## src/rts_consts.vh

```
// constants for the reset and time-out sequencer
`ifndef RTS_CONSTS_VH
`define RTS_CONSTS_VH

// timing base and figures
`define RTS_CLK_PERIOD_NS 50
`define RTS_PIN_FILTER_NS 2000
`define RTS_PIN_FILTER_CYC ((`RTS_PIN_FILTER_NS + `RTS_CLK_PERIOD_NS - 1) / `RTS_CLK_PERIOD_NS)
`define RTS_BOD_MIN_NS 100000
`define RTS_BOD_MIN_CYC ((`RTS_BOD_MIN_NS + `RTS_CLK_PERIOD_NS - 1) / `RTS_CLK_PERIOD_NS)
`define RTS_PWRUP_DELAY_MS 72
`define RTS_RC_CLK_KHZ 100
`define RTS_PWRUP_DELAY_CYC (`RTS_PWRUP_DELAY_MS * `RTS_RC_CLK_KHZ)
`define RTS_OST_CYCLES 1024

// register byte offsets
`define RTS_OFS_CTRL 8'h00
`define RTS_OFS_STATUS 8'h04
`define RTS_OFS_CAUSE 8'h08
`define RTS_OFS_GENERAL 8'h0C
`define RTS_OFS_SCRATCH 8'h10

// control register fields
`define RTS_CTRL_PINSEL 0
`define RTS_CTRL_POWER_UP_DELAY_TIMER_DIS 1
`define RTS_CTRL_BOD_EN 2
`define RTS_CTRL_OSC_LSB 3
`define RTS_CTRL_OSC_MSB 5
`define RTS_CTRL_GPIO_OUT 6
`define RTS_CTRL_GPIO_OE 7
`define RTS_CTRL_RESET 8'h3F

// status register fields
`define RTS_ST_BOD_N 0
`define RTS_ST_POR_N 1
`define RTS_ST_TO 2
`define RTS_ST_PD 3
`define RTS_ST_WDCLR 4
`define RTS_ST_PIN 5

// oscillator mode codes
`define RTS_OSC_LP 3'h0
`define RTS_OSC_XT 3'h1
`define RTS_OSC_HS 3'h2
`define RTS_OSC_EC 3'h3

// last reset cause codes
`define RTS_CAUSE_NONE 3'h0
`define RTS_CAUSE_POR 3'h1
`define RTS_CAUSE_WDT_RUN 3'h2
`define RTS_CAUSE_WDT_SLEEP 3'h3
`define RTS_CAUSE_PIN_RUN 3'h4
`define RTS_CAUSE_PIN_SLEEP 3'h5
`define RTS_CAUSE_BOD 3'h6

`endif

```

## src/rts_edge_counter.v

```verilog
// edge counter for a slow clock sampled on the system clock
`timescale 1ns/1ns
module rts_edge_counter #(
   parameter WIDTH = 16,
   parameter [WIDTH-1:0] TERMINAL = 16'h0400
) (
   // clock and reset
   input wire sys_clk,
   input wire reset,
   // sampled clock and control
   input wire clk_sample,
   input wire run,
   output wire done
);

   reg sync1_reg;
   reg sync2_reg;
   reg prev_reg;
   reg [WIDTH-1:0] cnt_reg;
   wire edge_seen;

   // two-flop synchroniser, edge taken from the second stage only
   always @(posedge sys_clk or posedge reset) begin
      if (reset) begin
         sync1_reg <= 1'b0;
         sync2_reg <= 1'b0;
         prev_reg <= 1'b0;
      end else begin
         sync1_reg <= clk_sample;
         sync2_reg <= sync1_reg;
         prev_reg <= sync2_reg;
      end
   end

   assign edge_seen = sync2_reg & ~prev_reg;

   // counter clears whenever run drops so each run is a full interval
   always @(posedge sys_clk or posedge reset) begin
      if (reset) begin
         cnt_reg <= {WIDTH{1'b0}};
      end else if (!run) begin
         cnt_reg <= {WIDTH{1'b0}};
      end else if (edge_seen && cnt_reg != TERMINAL) begin
         cnt_reg <= cnt_reg + {{(WIDTH-1){1'b0}}, 1'b1};
      end
   end

   assign done = run && (cnt_reg == TERMINAL);

endmodule // rts_edge_counter

```

## src/rts_reset_sequencer.v

```verilog
// reset and time-out sequencer with apb status and configuration
`timescale 1ns/1ns
`include "rts_consts.vh"

// Summary of operation
// - six reset causes are recorded: power-on, watchdog run/sleep, pin run/sleep, brown-out
// - core reset clears ordinary state; watchdog wake-up leaves it untouched
// - scratch register is unknown at power-on and kept through other resets
// - reset pin is filtered so short low glitches cause no reset
// - watchdog reset stays internal and never drives the reset pin low
// - internal reset option treats pin reset as inactive; no pull-up provided
// - pin select 1 means reset input, 0 means digital input/output
// - power-on detector holds reset until supply good; no reset on fall
// - power-up delay of nominal 72 ms, only after power-on or brown-out
// - power-up delay disable bit set turns the delay off, clear enables
// - oscillator start-up holds a further 1024 crystal clock cycles
// - start-up count only in crystal modes, on power-on or wake from sleep
// - brown-out enable bit clear disables detection, set enables it
// - brown-out resets only after indication persists beyond minimum duration
// - after reset stay held until supply recovers, then optional delay
// - brown-out during the delay restarts a full delay after recovery
// - power-up runs delay then start-up count; total depends on settings
// - external clock with delay disabled gives no time-out at all
// - time-outs run regardless of pin; late pin release starts at once
// - power-on flag reads 0 after power-on, software writes 1 afterwards
// - brown-out flag cleared by brown-out reset, software sets it
module rts_reset_sequencer #(
   parameter PWRUP_DELAY_COUNT = `RTS_PWRUP_DELAY_CYC,
   parameter OST_COUNT = `RTS_OST_CYCLES
) (
   // clock and power-on reset
   input wire sys_clk,
   input wire reset,
   // apb slave
   input wire psel,
   input wire penable,
   input wire pwrite,
   input wire [7:0] paddr,
   input wire [31:0] pwdata,
   output reg [31:0] prdata,
   output wire pready,
   output wire pslverr,
   // shared reset pin
   input wire ext_reset_pin_n_in,
   output wire ext_reset_pin_n_out,
   output wire ext_reset_pin_n_oe,
   // slow clocks sampled on sys_clk
   input wire rc_osc_clk,
   input wire osc1_clk,
   // supply and watchdog
   input wire brownout_detect,
   input wire watchdog_timeout,
   input wire core_sleep,
   // core side
   output reg core_reset,
   output reg core_wake,
   output reg gpio_in
);

   // sequencer states
   localparam [2:0] S_HOLD = 3'h0;
   localparam [2:0] S_POWER_UP_DELAY_TIMER = 3'h1;
   localparam [2:0] S_OST = 3'h2;
   localparam [2:0] S_RUN = 3'h3;
   localparam [2:0] S_WAKE_OST = 3'h4;

   // integer figures cut to the 16-bit counters on purpose
   localparam integer PIN_FILT_INT = `RTS_PIN_FILTER_CYC;
   localparam integer BOD_MIN_INT = `RTS_BOD_MIN_CYC;
   localparam integer POWER_UP_DELAY_TIMER_TERM_INT = PWRUP_DELAY_COUNT;
   localparam integer OST_TERM_INT = OST_COUNT;
   localparam [15:0] PIN_FILT = PIN_FILT_INT[15:0];
   localparam [15:0] BOD_MIN = BOD_MIN_INT[15:0];
   localparam [15:0] POWER_UP_DELAY_TIMER_TERM = POWER_UP_DELAY_TIMER_TERM_INT[15:0];
   localparam [15:0] OST_TERM = OST_TERM_INT[15:0];

   reg [2:0] state_reg;
   reg [2:0] state_next;
   reg [7:0] ctrl_reg;
   reg [15:0] pin_cnt_reg;
   reg pin_rst_reg;
   reg [15:0] bod_cnt_reg;
   reg por_pending_reg;
   reg wdt_rst_reg;
   reg sleep_prev_reg;
   reg por_flag_n_reg;
   reg bod_flag_n_reg;
   reg to_flag_reg;
   reg pd_flag_reg;
   reg [2:0] cause_reg;
   reg [31:0] general_reg;
   reg [31:0] scratch_reg;
   reg core_reset_next;
   wire power_up_delay_timer_done;
   wire ost_done;
   wire bod_en;
   wire power_up_delay_timer_dis;
   wire pin_sel;
   wire crystal_mode;
   wire bod_raw;
   wire bod_qual;
   wire pin_event;
   wire wdt_run;
   wire wdt_sleep;
   wire sleep_enter;
   wire wr_en;
   wire rd_setup;
   wire mapped;
   wire ost_start;

   assign pin_sel = ctrl_reg[`RTS_CTRL_PINSEL];
   assign power_up_delay_timer_dis = ctrl_reg[`RTS_CTRL_POWER_UP_DELAY_TIMER_DIS];
   assign bod_en = ctrl_reg[`RTS_CTRL_BOD_EN];
   // start-up count only for the three crystal modes
   assign crystal_mode =
      (ctrl_reg[`RTS_CTRL_OSC_MSB:`RTS_CTRL_OSC_LSB] == `RTS_OSC_LP) ||
      (ctrl_reg[`RTS_CTRL_OSC_MSB:`RTS_CTRL_OSC_LSB] == `RTS_OSC_XT) ||
      (ctrl_reg[`RTS_CTRL_OSC_MSB:`RTS_CTRL_OSC_LSB] == `RTS_OSC_HS);
   assign bod_raw = bod_en & brownout_detect;
   assign bod_qual = bod_en && (bod_cnt_reg == BOD_MIN);
   assign wdt_run = watchdog_timeout && !core_sleep && state_reg == S_RUN;
   assign wdt_sleep = watchdog_timeout && core_sleep && state_reg == S_RUN;
   assign sleep_enter = core_sleep && !sleep_prev_reg;
   assign pin_event = pin_rst_reg == 1'b0 && pin_sel &&
                      pin_cnt_reg == PIN_FILT - 16'h0001;
   assign ost_start = crystal_mode && por_pending_reg;

   // power-up delay counts rc clock edges through a synchroniser
   rts_edge_counter #(
      .WIDTH(16),
      .TERMINAL(POWER_UP_DELAY_TIMER_TERM)
   ) u_power_up_delay_timer (
      .sys_clk(sys_clk),
      .reset(reset),
      .clk_sample(rc_osc_clk),
      .run(state_reg == S_POWER_UP_DELAY_TIMER),
      .done(power_up_delay_timer_done)
   );

   // start-up count on the crystal input clock
   rts_edge_counter #(
      .WIDTH(16),
      .TERMINAL(OST_TERM)
   ) u_ost (
      .sys_clk(sys_clk),
      .reset(reset),
      .clk_sample(osc1_clk),
      .run(state_reg == S_OST || state_reg == S_WAKE_OST),
      .done(ost_done)
   );

   // reset pin glitch filter: must stay low for the full filter time
   always @(posedge sys_clk or posedge reset) begin
      if (reset) begin
         pin_cnt_reg <= 16'h0000;
         pin_rst_reg <= 1'b0;
      end else if (!pin_sel || ext_reset_pin_n_in) begin
         pin_cnt_reg <= 16'h0000;
         pin_rst_reg <= 1'b0;
      end else if (pin_cnt_reg != PIN_FILT) begin
         pin_cnt_reg <= pin_cnt_reg + 16'h0001;
         pin_rst_reg <= (pin_cnt_reg == PIN_FILT - 16'h0001);
      end
   end

   // brown-out must persist for the minimum duration to qualify
   always @(posedge sys_clk or posedge reset) begin
      if (reset) begin
         bod_cnt_reg <= 16'h0000;
      end else if (!bod_raw) begin
         bod_cnt_reg <= 16'h0000;
      end else if (bod_cnt_reg != BOD_MIN) begin
         bod_cnt_reg <= bod_cnt_reg + 16'h0001;
      end
   end

   // sequencer next state; reset port is the power-on detector output
   always @* begin
      state_next = state_reg;
      case (state_reg)
         S_HOLD: begin
            // held until supply is above release level
            if (!bod_raw) begin
               if (!power_up_delay_timer_dis) begin
                  state_next = S_POWER_UP_DELAY_TIMER;
               end else if (ost_start) begin
                  state_next = S_OST;
               end else begin
                  state_next = S_RUN;
               end
            end
         end
         S_POWER_UP_DELAY_TIMER: begin
            if (bod_raw) begin
               state_next = S_HOLD;
            end else if (power_up_delay_timer_done) begin
               state_next = ost_start ? S_OST : S_RUN;
            end
         end
         S_OST: begin
            if (bod_qual) begin
               state_next = S_HOLD;
            end else if (ost_done) begin
               state_next = S_RUN;
            end
         end
         S_RUN: begin
            if (bod_qual) begin
               state_next = S_HOLD;
            end else if (wdt_sleep && crystal_mode) begin
               state_next = S_WAKE_OST;
            end
         end
         S_WAKE_OST: begin
            if (bod_qual) begin
               state_next = S_HOLD;
            end else if (ost_done) begin
               state_next = S_RUN;
            end
         end
         default: begin
            state_next = S_HOLD;
         end
      endcase
   end

   // sequencer state and power-on bookkeeping
   always @(posedge sys_clk or posedge reset) begin
      if (reset) begin
         state_reg <= S_HOLD;
         por_pending_reg <= 1'b1;
         wdt_rst_reg <= 1'b0;
         sleep_prev_reg <= 1'b0;
      end else begin
         state_reg <= state_next;
         // brown-out entry skips the start-up count
         if (state_next == S_RUN) begin
            por_pending_reg <= 1'b0;
         end
         wdt_rst_reg <= wdt_run;
         sleep_prev_reg <= core_sleep;
      end
   end

   // core reset is the or of every source, registered on sys_clk
   always @* begin
      core_reset_next = (state_next != S_RUN &&
                         state_next != S_WAKE_OST) ||
                        pin_rst_reg || pin_event || wdt_run;
   end

   // wake pulse after a watchdog wake, with start-up count when needed
   always @(posedge sys_clk or posedge reset) begin
      if (reset) begin
         core_reset <= 1'b1;
         core_wake <= 1'b0;
      end else begin
         core_reset <= core_reset_next;
         core_wake <= (wdt_sleep && !crystal_mode && !bod_qual) ||
                      (state_reg == S_WAKE_OST && ost_done &&
                       !bod_qual);
      end
   end

   // cause flags; hardware events take priority over software writes
   always @(posedge sys_clk or posedge reset) begin
      if (reset) begin
         por_flag_n_reg <= 1'b0;
         bod_flag_n_reg <= 1'b0;
         to_flag_reg <= 1'b1;
         pd_flag_reg <= 1'b1;
         cause_reg <= `RTS_CAUSE_POR;
      end else begin
         if (state_reg != S_HOLD && state_next == S_HOLD) begin
            bod_flag_n_reg <= 1'b0;
            to_flag_reg <= 1'b1;
            pd_flag_reg <= 1'b1;
            cause_reg <= `RTS_CAUSE_BOD;
         end else if (wdt_run) begin
            to_flag_reg <= 1'b0;
            cause_reg <= `RTS_CAUSE_WDT_RUN;
         end else if (wdt_sleep) begin
            to_flag_reg <= 1'b0;
            pd_flag_reg <= 1'b0;
            cause_reg <= `RTS_CAUSE_WDT_SLEEP;
         end else if (pin_event) begin
            if (core_sleep) begin
               to_flag_reg <= 1'b1;
               pd_flag_reg <= 1'b0;
               cause_reg <= `RTS_CAUSE_PIN_SLEEP;
            end else begin
               cause_reg <= `RTS_CAUSE_PIN_RUN;
            end
         end else if (sleep_enter) begin
            to_flag_reg <= 1'b1;
            pd_flag_reg <= 1'b0;
         end else if (wr_en && paddr == `RTS_OFS_STATUS) begin
            if (pwdata[`RTS_ST_BOD_N]) begin
               bod_flag_n_reg <= 1'b1;
            end
            if (pwdata[`RTS_ST_WDCLR]) begin
               to_flag_reg <= 1'b1;
               pd_flag_reg <= 1'b1;
            end
         end
         // power-on flag only ever changes by software write of one
         if (wr_en && paddr == `RTS_OFS_STATUS &&
             pwdata[`RTS_ST_POR_N]) begin
            por_flag_n_reg <= 1'b1;
         end
      end
   end

   // apb handshake: zero wait states, error on unmapped word
   assign wr_en = psel && penable && pwrite && mapped;
   assign rd_setup = psel && !penable && !pwrite;
   assign mapped = paddr == `RTS_OFS_CTRL || paddr == `RTS_OFS_STATUS ||
                   paddr == `RTS_OFS_CAUSE || paddr == `RTS_OFS_GENERAL ||
                   paddr == `RTS_OFS_SCRATCH;
   assign pready = 1'b1;
   assign pslverr = psel && penable && !mapped;

   // configuration, kept across every reset except power-on
   always @(posedge sys_clk or posedge reset) begin
      if (reset) begin
         ctrl_reg <= `RTS_CTRL_RESET;
      end else if (wr_en && paddr == `RTS_OFS_CTRL) begin
         ctrl_reg <= pwdata[7:0];
      end
   end

   // ordinary state: cleared by core reset, not by a wake
   always @(posedge sys_clk or posedge reset) begin
      if (reset) begin
         general_reg <= 32'h00000000;
      end else if (core_reset) begin
         general_reg <= 32'h00000000;
      end else if (wr_en && paddr == `RTS_OFS_GENERAL) begin
         general_reg <= pwdata;
      end
   end

   // retained state has no reset at all, so power-on leaves it unknown
   always @(posedge sys_clk) begin
      if (wr_en && paddr == `RTS_OFS_SCRATCH) begin
         scratch_reg <= pwdata;
      end
   end

   // read data latched in the setup phase, stable in the access phase
   always @(posedge sys_clk or posedge reset) begin
      if (reset) begin
         prdata <= 32'h00000000;
      end else if (rd_setup) begin
         case (paddr)
            `RTS_OFS_CTRL: begin
               prdata <= {24'h000000, ctrl_reg};
            end
            `RTS_OFS_STATUS: begin
               prdata <= {26'h0000000, ext_reset_pin_n_in, 1'b0,
                          pd_flag_reg, to_flag_reg, por_flag_n_reg,
                          bod_flag_n_reg};
            end
            `RTS_OFS_CAUSE: begin
               prdata <= {25'h0000000, state_reg, 1'b0, cause_reg};
            end
            `RTS_OFS_GENERAL: begin
               prdata <= general_reg;
            end
            `RTS_OFS_SCRATCH: begin
               prdata <= scratch_reg;
            end
            default: begin
               prdata <= 32'h00000000;
            end
         endcase
      end
   end

   // pin is never driven in reset mode, so a watchdog reset stays inside
   assign ext_reset_pin_n_oe = !pin_sel &&
                               ctrl_reg[`RTS_CTRL_GPIO_OE];
   assign ext_reset_pin_n_out = ctrl_reg[`RTS_CTRL_GPIO_OUT];

   // digital input view of the pin in i/o mode
   always @(posedge sys_clk or posedge reset) begin
      if (reset) begin
         gpio_in <= 1'b0;
      end else begin
         gpio_in <= !pin_sel && ext_reset_pin_n_in;
      end
   end

endmodule // rts_reset_sequencer

```

## config.mk

```make
export PLATFORM = sky130hd
export DESIGN_NAME = rts_reset_sequencer
export DESIGN_NICKNAME = d
export VERILOG_FILES = /design/src/rts_edge_counter.v /design/src/rts_reset_sequencer.v
export VERILOG_INCLUDE_DIRS = /design/src /design/src/src
export SDC_FILE = /design/constraint.sdc
export NUM_CORES = 1
export LEC_CHECK = 0
export ABC_AREA = 1
export ABC_CLOCK_PERIOD_IN_PS = 8140
export BUFFER_PORTS_ARGS = -buffer_cell sky130_fd_sc_hd__clkbuf_2
export CAP_MARGIN = 10
export CORE_ASPECT_RATIO = 1.25
export CORE_MARGIN = 2
export CORE_UTILIZATION = 50
export CTS_CLUSTER_DIAMETER = 100
export DETAILED_ROUTE_END_ITERATION = 16
export HOLD_SLACK_MARGIN = 0.05
export PLACE_DENSITY_LB_ADDON = 0.08
export SYNTH_ARGS = -nofsm -noshare
export SYNTH_HDL_FRONTEND = slang
export SYNTH_SLANG_ARGS = --single-unit
```

## constraint.sdc

```tcl
create_clock -name sys_clk -period 8.14 [get_ports sys_clk]
set_clock_uncertainty 0.15 [all_clocks]
set_input_delay 1.221 -clock sys_clk [delete_from_list [all_inputs] [get_ports sys_clk]]
set_output_delay 1.221 -clock sys_clk [all_outputs]
set_load 0.1 [all_outputs]
```

==> reports/qor.yml <==
synth:
  post_synth.cell_area_avg_um2: 8.30
  yosysSeqAreaShare_pct: 54.2
  synthDistinctLibCells: 43
  yosysTopAreaCell: "dfrtp_1"
  synth.net_count: 1154
  syn_inst: 1095
  ys_top_cells_by_area: "dfrtp_1 (40%), edfxtp_1 (11%), nand2_1 (9.2%), nand3_1 (6.8%), inv_1 (6.4%)"
  ys_ff_latch: 190
  yosysTopAreaCellShare_pct: 40.5
  yosys_warnings: 0
  syn-cell-area_mm2: 0.00909
pwr:
  power.total_mw: 1.93
  power_leakage_nw: 4.78
  internal_power_mw: 1.42
  pwr-share-comb_pct: 5.8
  p_per_area_mw_per_mm2: 187
  switchingPower_uw: 510
  sw_frac_of_total_pct: 26.4
  max-vdd-ir-drop_uv: 155
  clock_power_share_pct: 42.9
  pwr-share-seq_pct: 51.3
route:
  route.detailed.drc: 0
  first_pass_iters: 4
  routed_via_density: 5.19
  wirelength_mm: 21.4
  ant_nets: 0
  routedWlPerCell_um: 15.0
  drt_first_iter_violations: 492
  dr_total_vias: 7375
sta:
  rsz0062_at_grt: "false"
  setup_violations: 0
  worst_pin_slew_ns: 1.09
  clock.fmax_ghz: 0.251
  final_min_period_over_clock_period_pct: 49.0
  fin_ws_ns: 4.15
  max-slew-margin-rel_pct: 27.0
  fin_tns_setup_ns: 0
  hold_viol_final: 0
  min_period_ns: 3.99
  maxSlewViolCount: 0
  hold_slack_ns: 0.208
floorplanning:
  rows: 55
  core_area_mm2: 0.0180
  ios: 90
  die_h_um: 155
  die_w_um: 125
  initial_core_util_pct: 50.6
  die_area_mm2: 0.0193
worst_setup_path:
  crit_arrival_ns: 2.62
  cp_top_family: "buffers and inverters"
  cpMaxStageDelayCell: "buf_4"
  slowest_delay_ns: 0.36
  end_kind: "primary output"
  start_kind: "primary input"
  required_ns: 6.77
  critPathKind: "in -> out"
  cp_num_buf_inv: 4
  cp_cell_sequence: "clkbuf_2 -> inv_1 -> nand2_1 -> nor3_4 -> buf_4 -> nand2_1 -> nand3_2 -> nor2_1 -> clkbuf_2"
  crit_fanout: 33
clock_network:
  clkSlewWorstSetupHoldPaths_ns: 0.08
  cts_tree: "done"
  clk_latency_ns: 0.44
  htree_levels: 4
  clock_path_buffers: 2
  cts-root-buf: "clkbuf_16"
  holdBufCountCts: 0
  cts_resized: 0
  numCtsBuffers: 17
  clock_sinks: 190
  cts_setup_buffers: 0
layout:
  final_common_cell: "nand2_1"
  final_cell_mix: "nand2_1 (222), inv_1 (155), dfrtp_1 (147)"
  layout-drive-gt1-share_pct: 13.1
  syn_to_final_growth_pct: 13.8
  diodes: 0
  instances_no_fill: 1422
  fin_nets: 1240
global_routing:
  grt_max_degree: 93
  grt_overflow_total: 0
  antenna_found_initial: 0
  grt_pass1_vias: 7221
  grt_pass1_wl_mm: 35.6
  gr-usage-all-layers_pct: 22.9
min_path:
  min_path_type: "reg -> reg"
placement:
  hpwl_mm: 14.7
  portBuffers: 88
  dp.cells: 1390
  place_congestion: 0.909
  dp_worst_setup_slack_ns: 4.13
flow_run:
  maxCapViolCount: 0
outcome:
  status: "complete, no violations"
==> power groups by stage <==
stage | Clock, mW | Sequential [mW] | Combinational, mW
floorplan | 0 | 1.03 | 0.0587
global placement | 0 | 1.01 | 0.113
detailed placement | 0 | 1.01 | 0.114
CTS | 0.843 | 0.992 | 0.114
global route | 0.879 | 0.994 | 0.127
finish | 0.828 | 0.992 | 0.112
==> synthesized netlist by cell type, drive strengths merged <==
cell type  instances
a21o               2
clkbuf            20
nand4             13
a21boi             1
o2111ai            3
and3               1
nand2            224
nand3            126
buf                9
dfrtp            147
xor2              10
o21ai            109
edfxtp            32
a21oi             36
o22ai              9
conb               1
nor4               5
inv              159
o21a               4
ha                 8
a31oi              6
dfstp             11
a22o               1
nor2             111
a2bb2oi            2
o31ai              2
a211oi             3
nor3              35
o211ai             1
o21bai             1
nand3b             1
clkinv             2
==> area by class of cell <==
class                   count  area [um2]
fillers                  1689        7620
flip-flops and latches    190        4930
multi-input cells         715        3430
inverters                 161         609
repair buffers             96         500
clock buffers              17         425
well taps                 228         285
clock inverters            15         160
==> metrics by stage <==
| step | area [um2] | utilization, % |
|---|---|---|
| after floorplan | 9090 | - |
| after global placement | 9750 | 54.3 |
| after detailed placement | 9750 | 54.3 |
| after CTS | 10300 | 57.6 |
| after global routing | 10300 | 57.6 |
| final | 10300 | 57.6 |
==> per-layer routing <==
metal / routed length [um] / global-route usage, % / up-vias
li1: - / - / 3751
met1: 9810 / 30.8 / 3447
met2: 10400 / 38.4 / 154
met3: 883 / 4.12 / 23
met4: 333 / 6.90 / 0
met5: 0 / 0 / -
==> cells by family after synthesis <==
group,count (synthesis),synth area share [%]
AND/OR/NAND/NOR,516,24.6
buffers and inverters,190,8.26
flip-flops,190,54.2
AO/OA/AOI/OAI,180,10.8
XOR/XNOR,10,0.964
adder cells (fa/ha/maj),8,1.10
other,1,0.0413
==> final timing paths <==
path,startpoint,end,slack (ns),depth (start not counted)
hold reg to reg,u_ost.sync1_reg$_DFF_PP0_,u_ost.sync2_reg$_DFF_PP0_,0.21,0
setup / recovery,paddr[1],pslverr,4.15,9
min in group asynchronous,reset,u_ost.sync1_reg$_DFF_PP0_,0.79,2
hold / removal,u_ost.sync1_reg$_DFF_PP0_,u_ost.sync2_reg$_DFF_PP0_,0.21,0
max in group asynchronous,reset,state_reg[2]$_DFF_PP0_,5.65,3
setup reg to reg,state_reg[1]$_DFF_PP0_,core_reset$_DFF_PP1_,5.84,10
No activity file was read; power rests on OpenSTA's default activity.
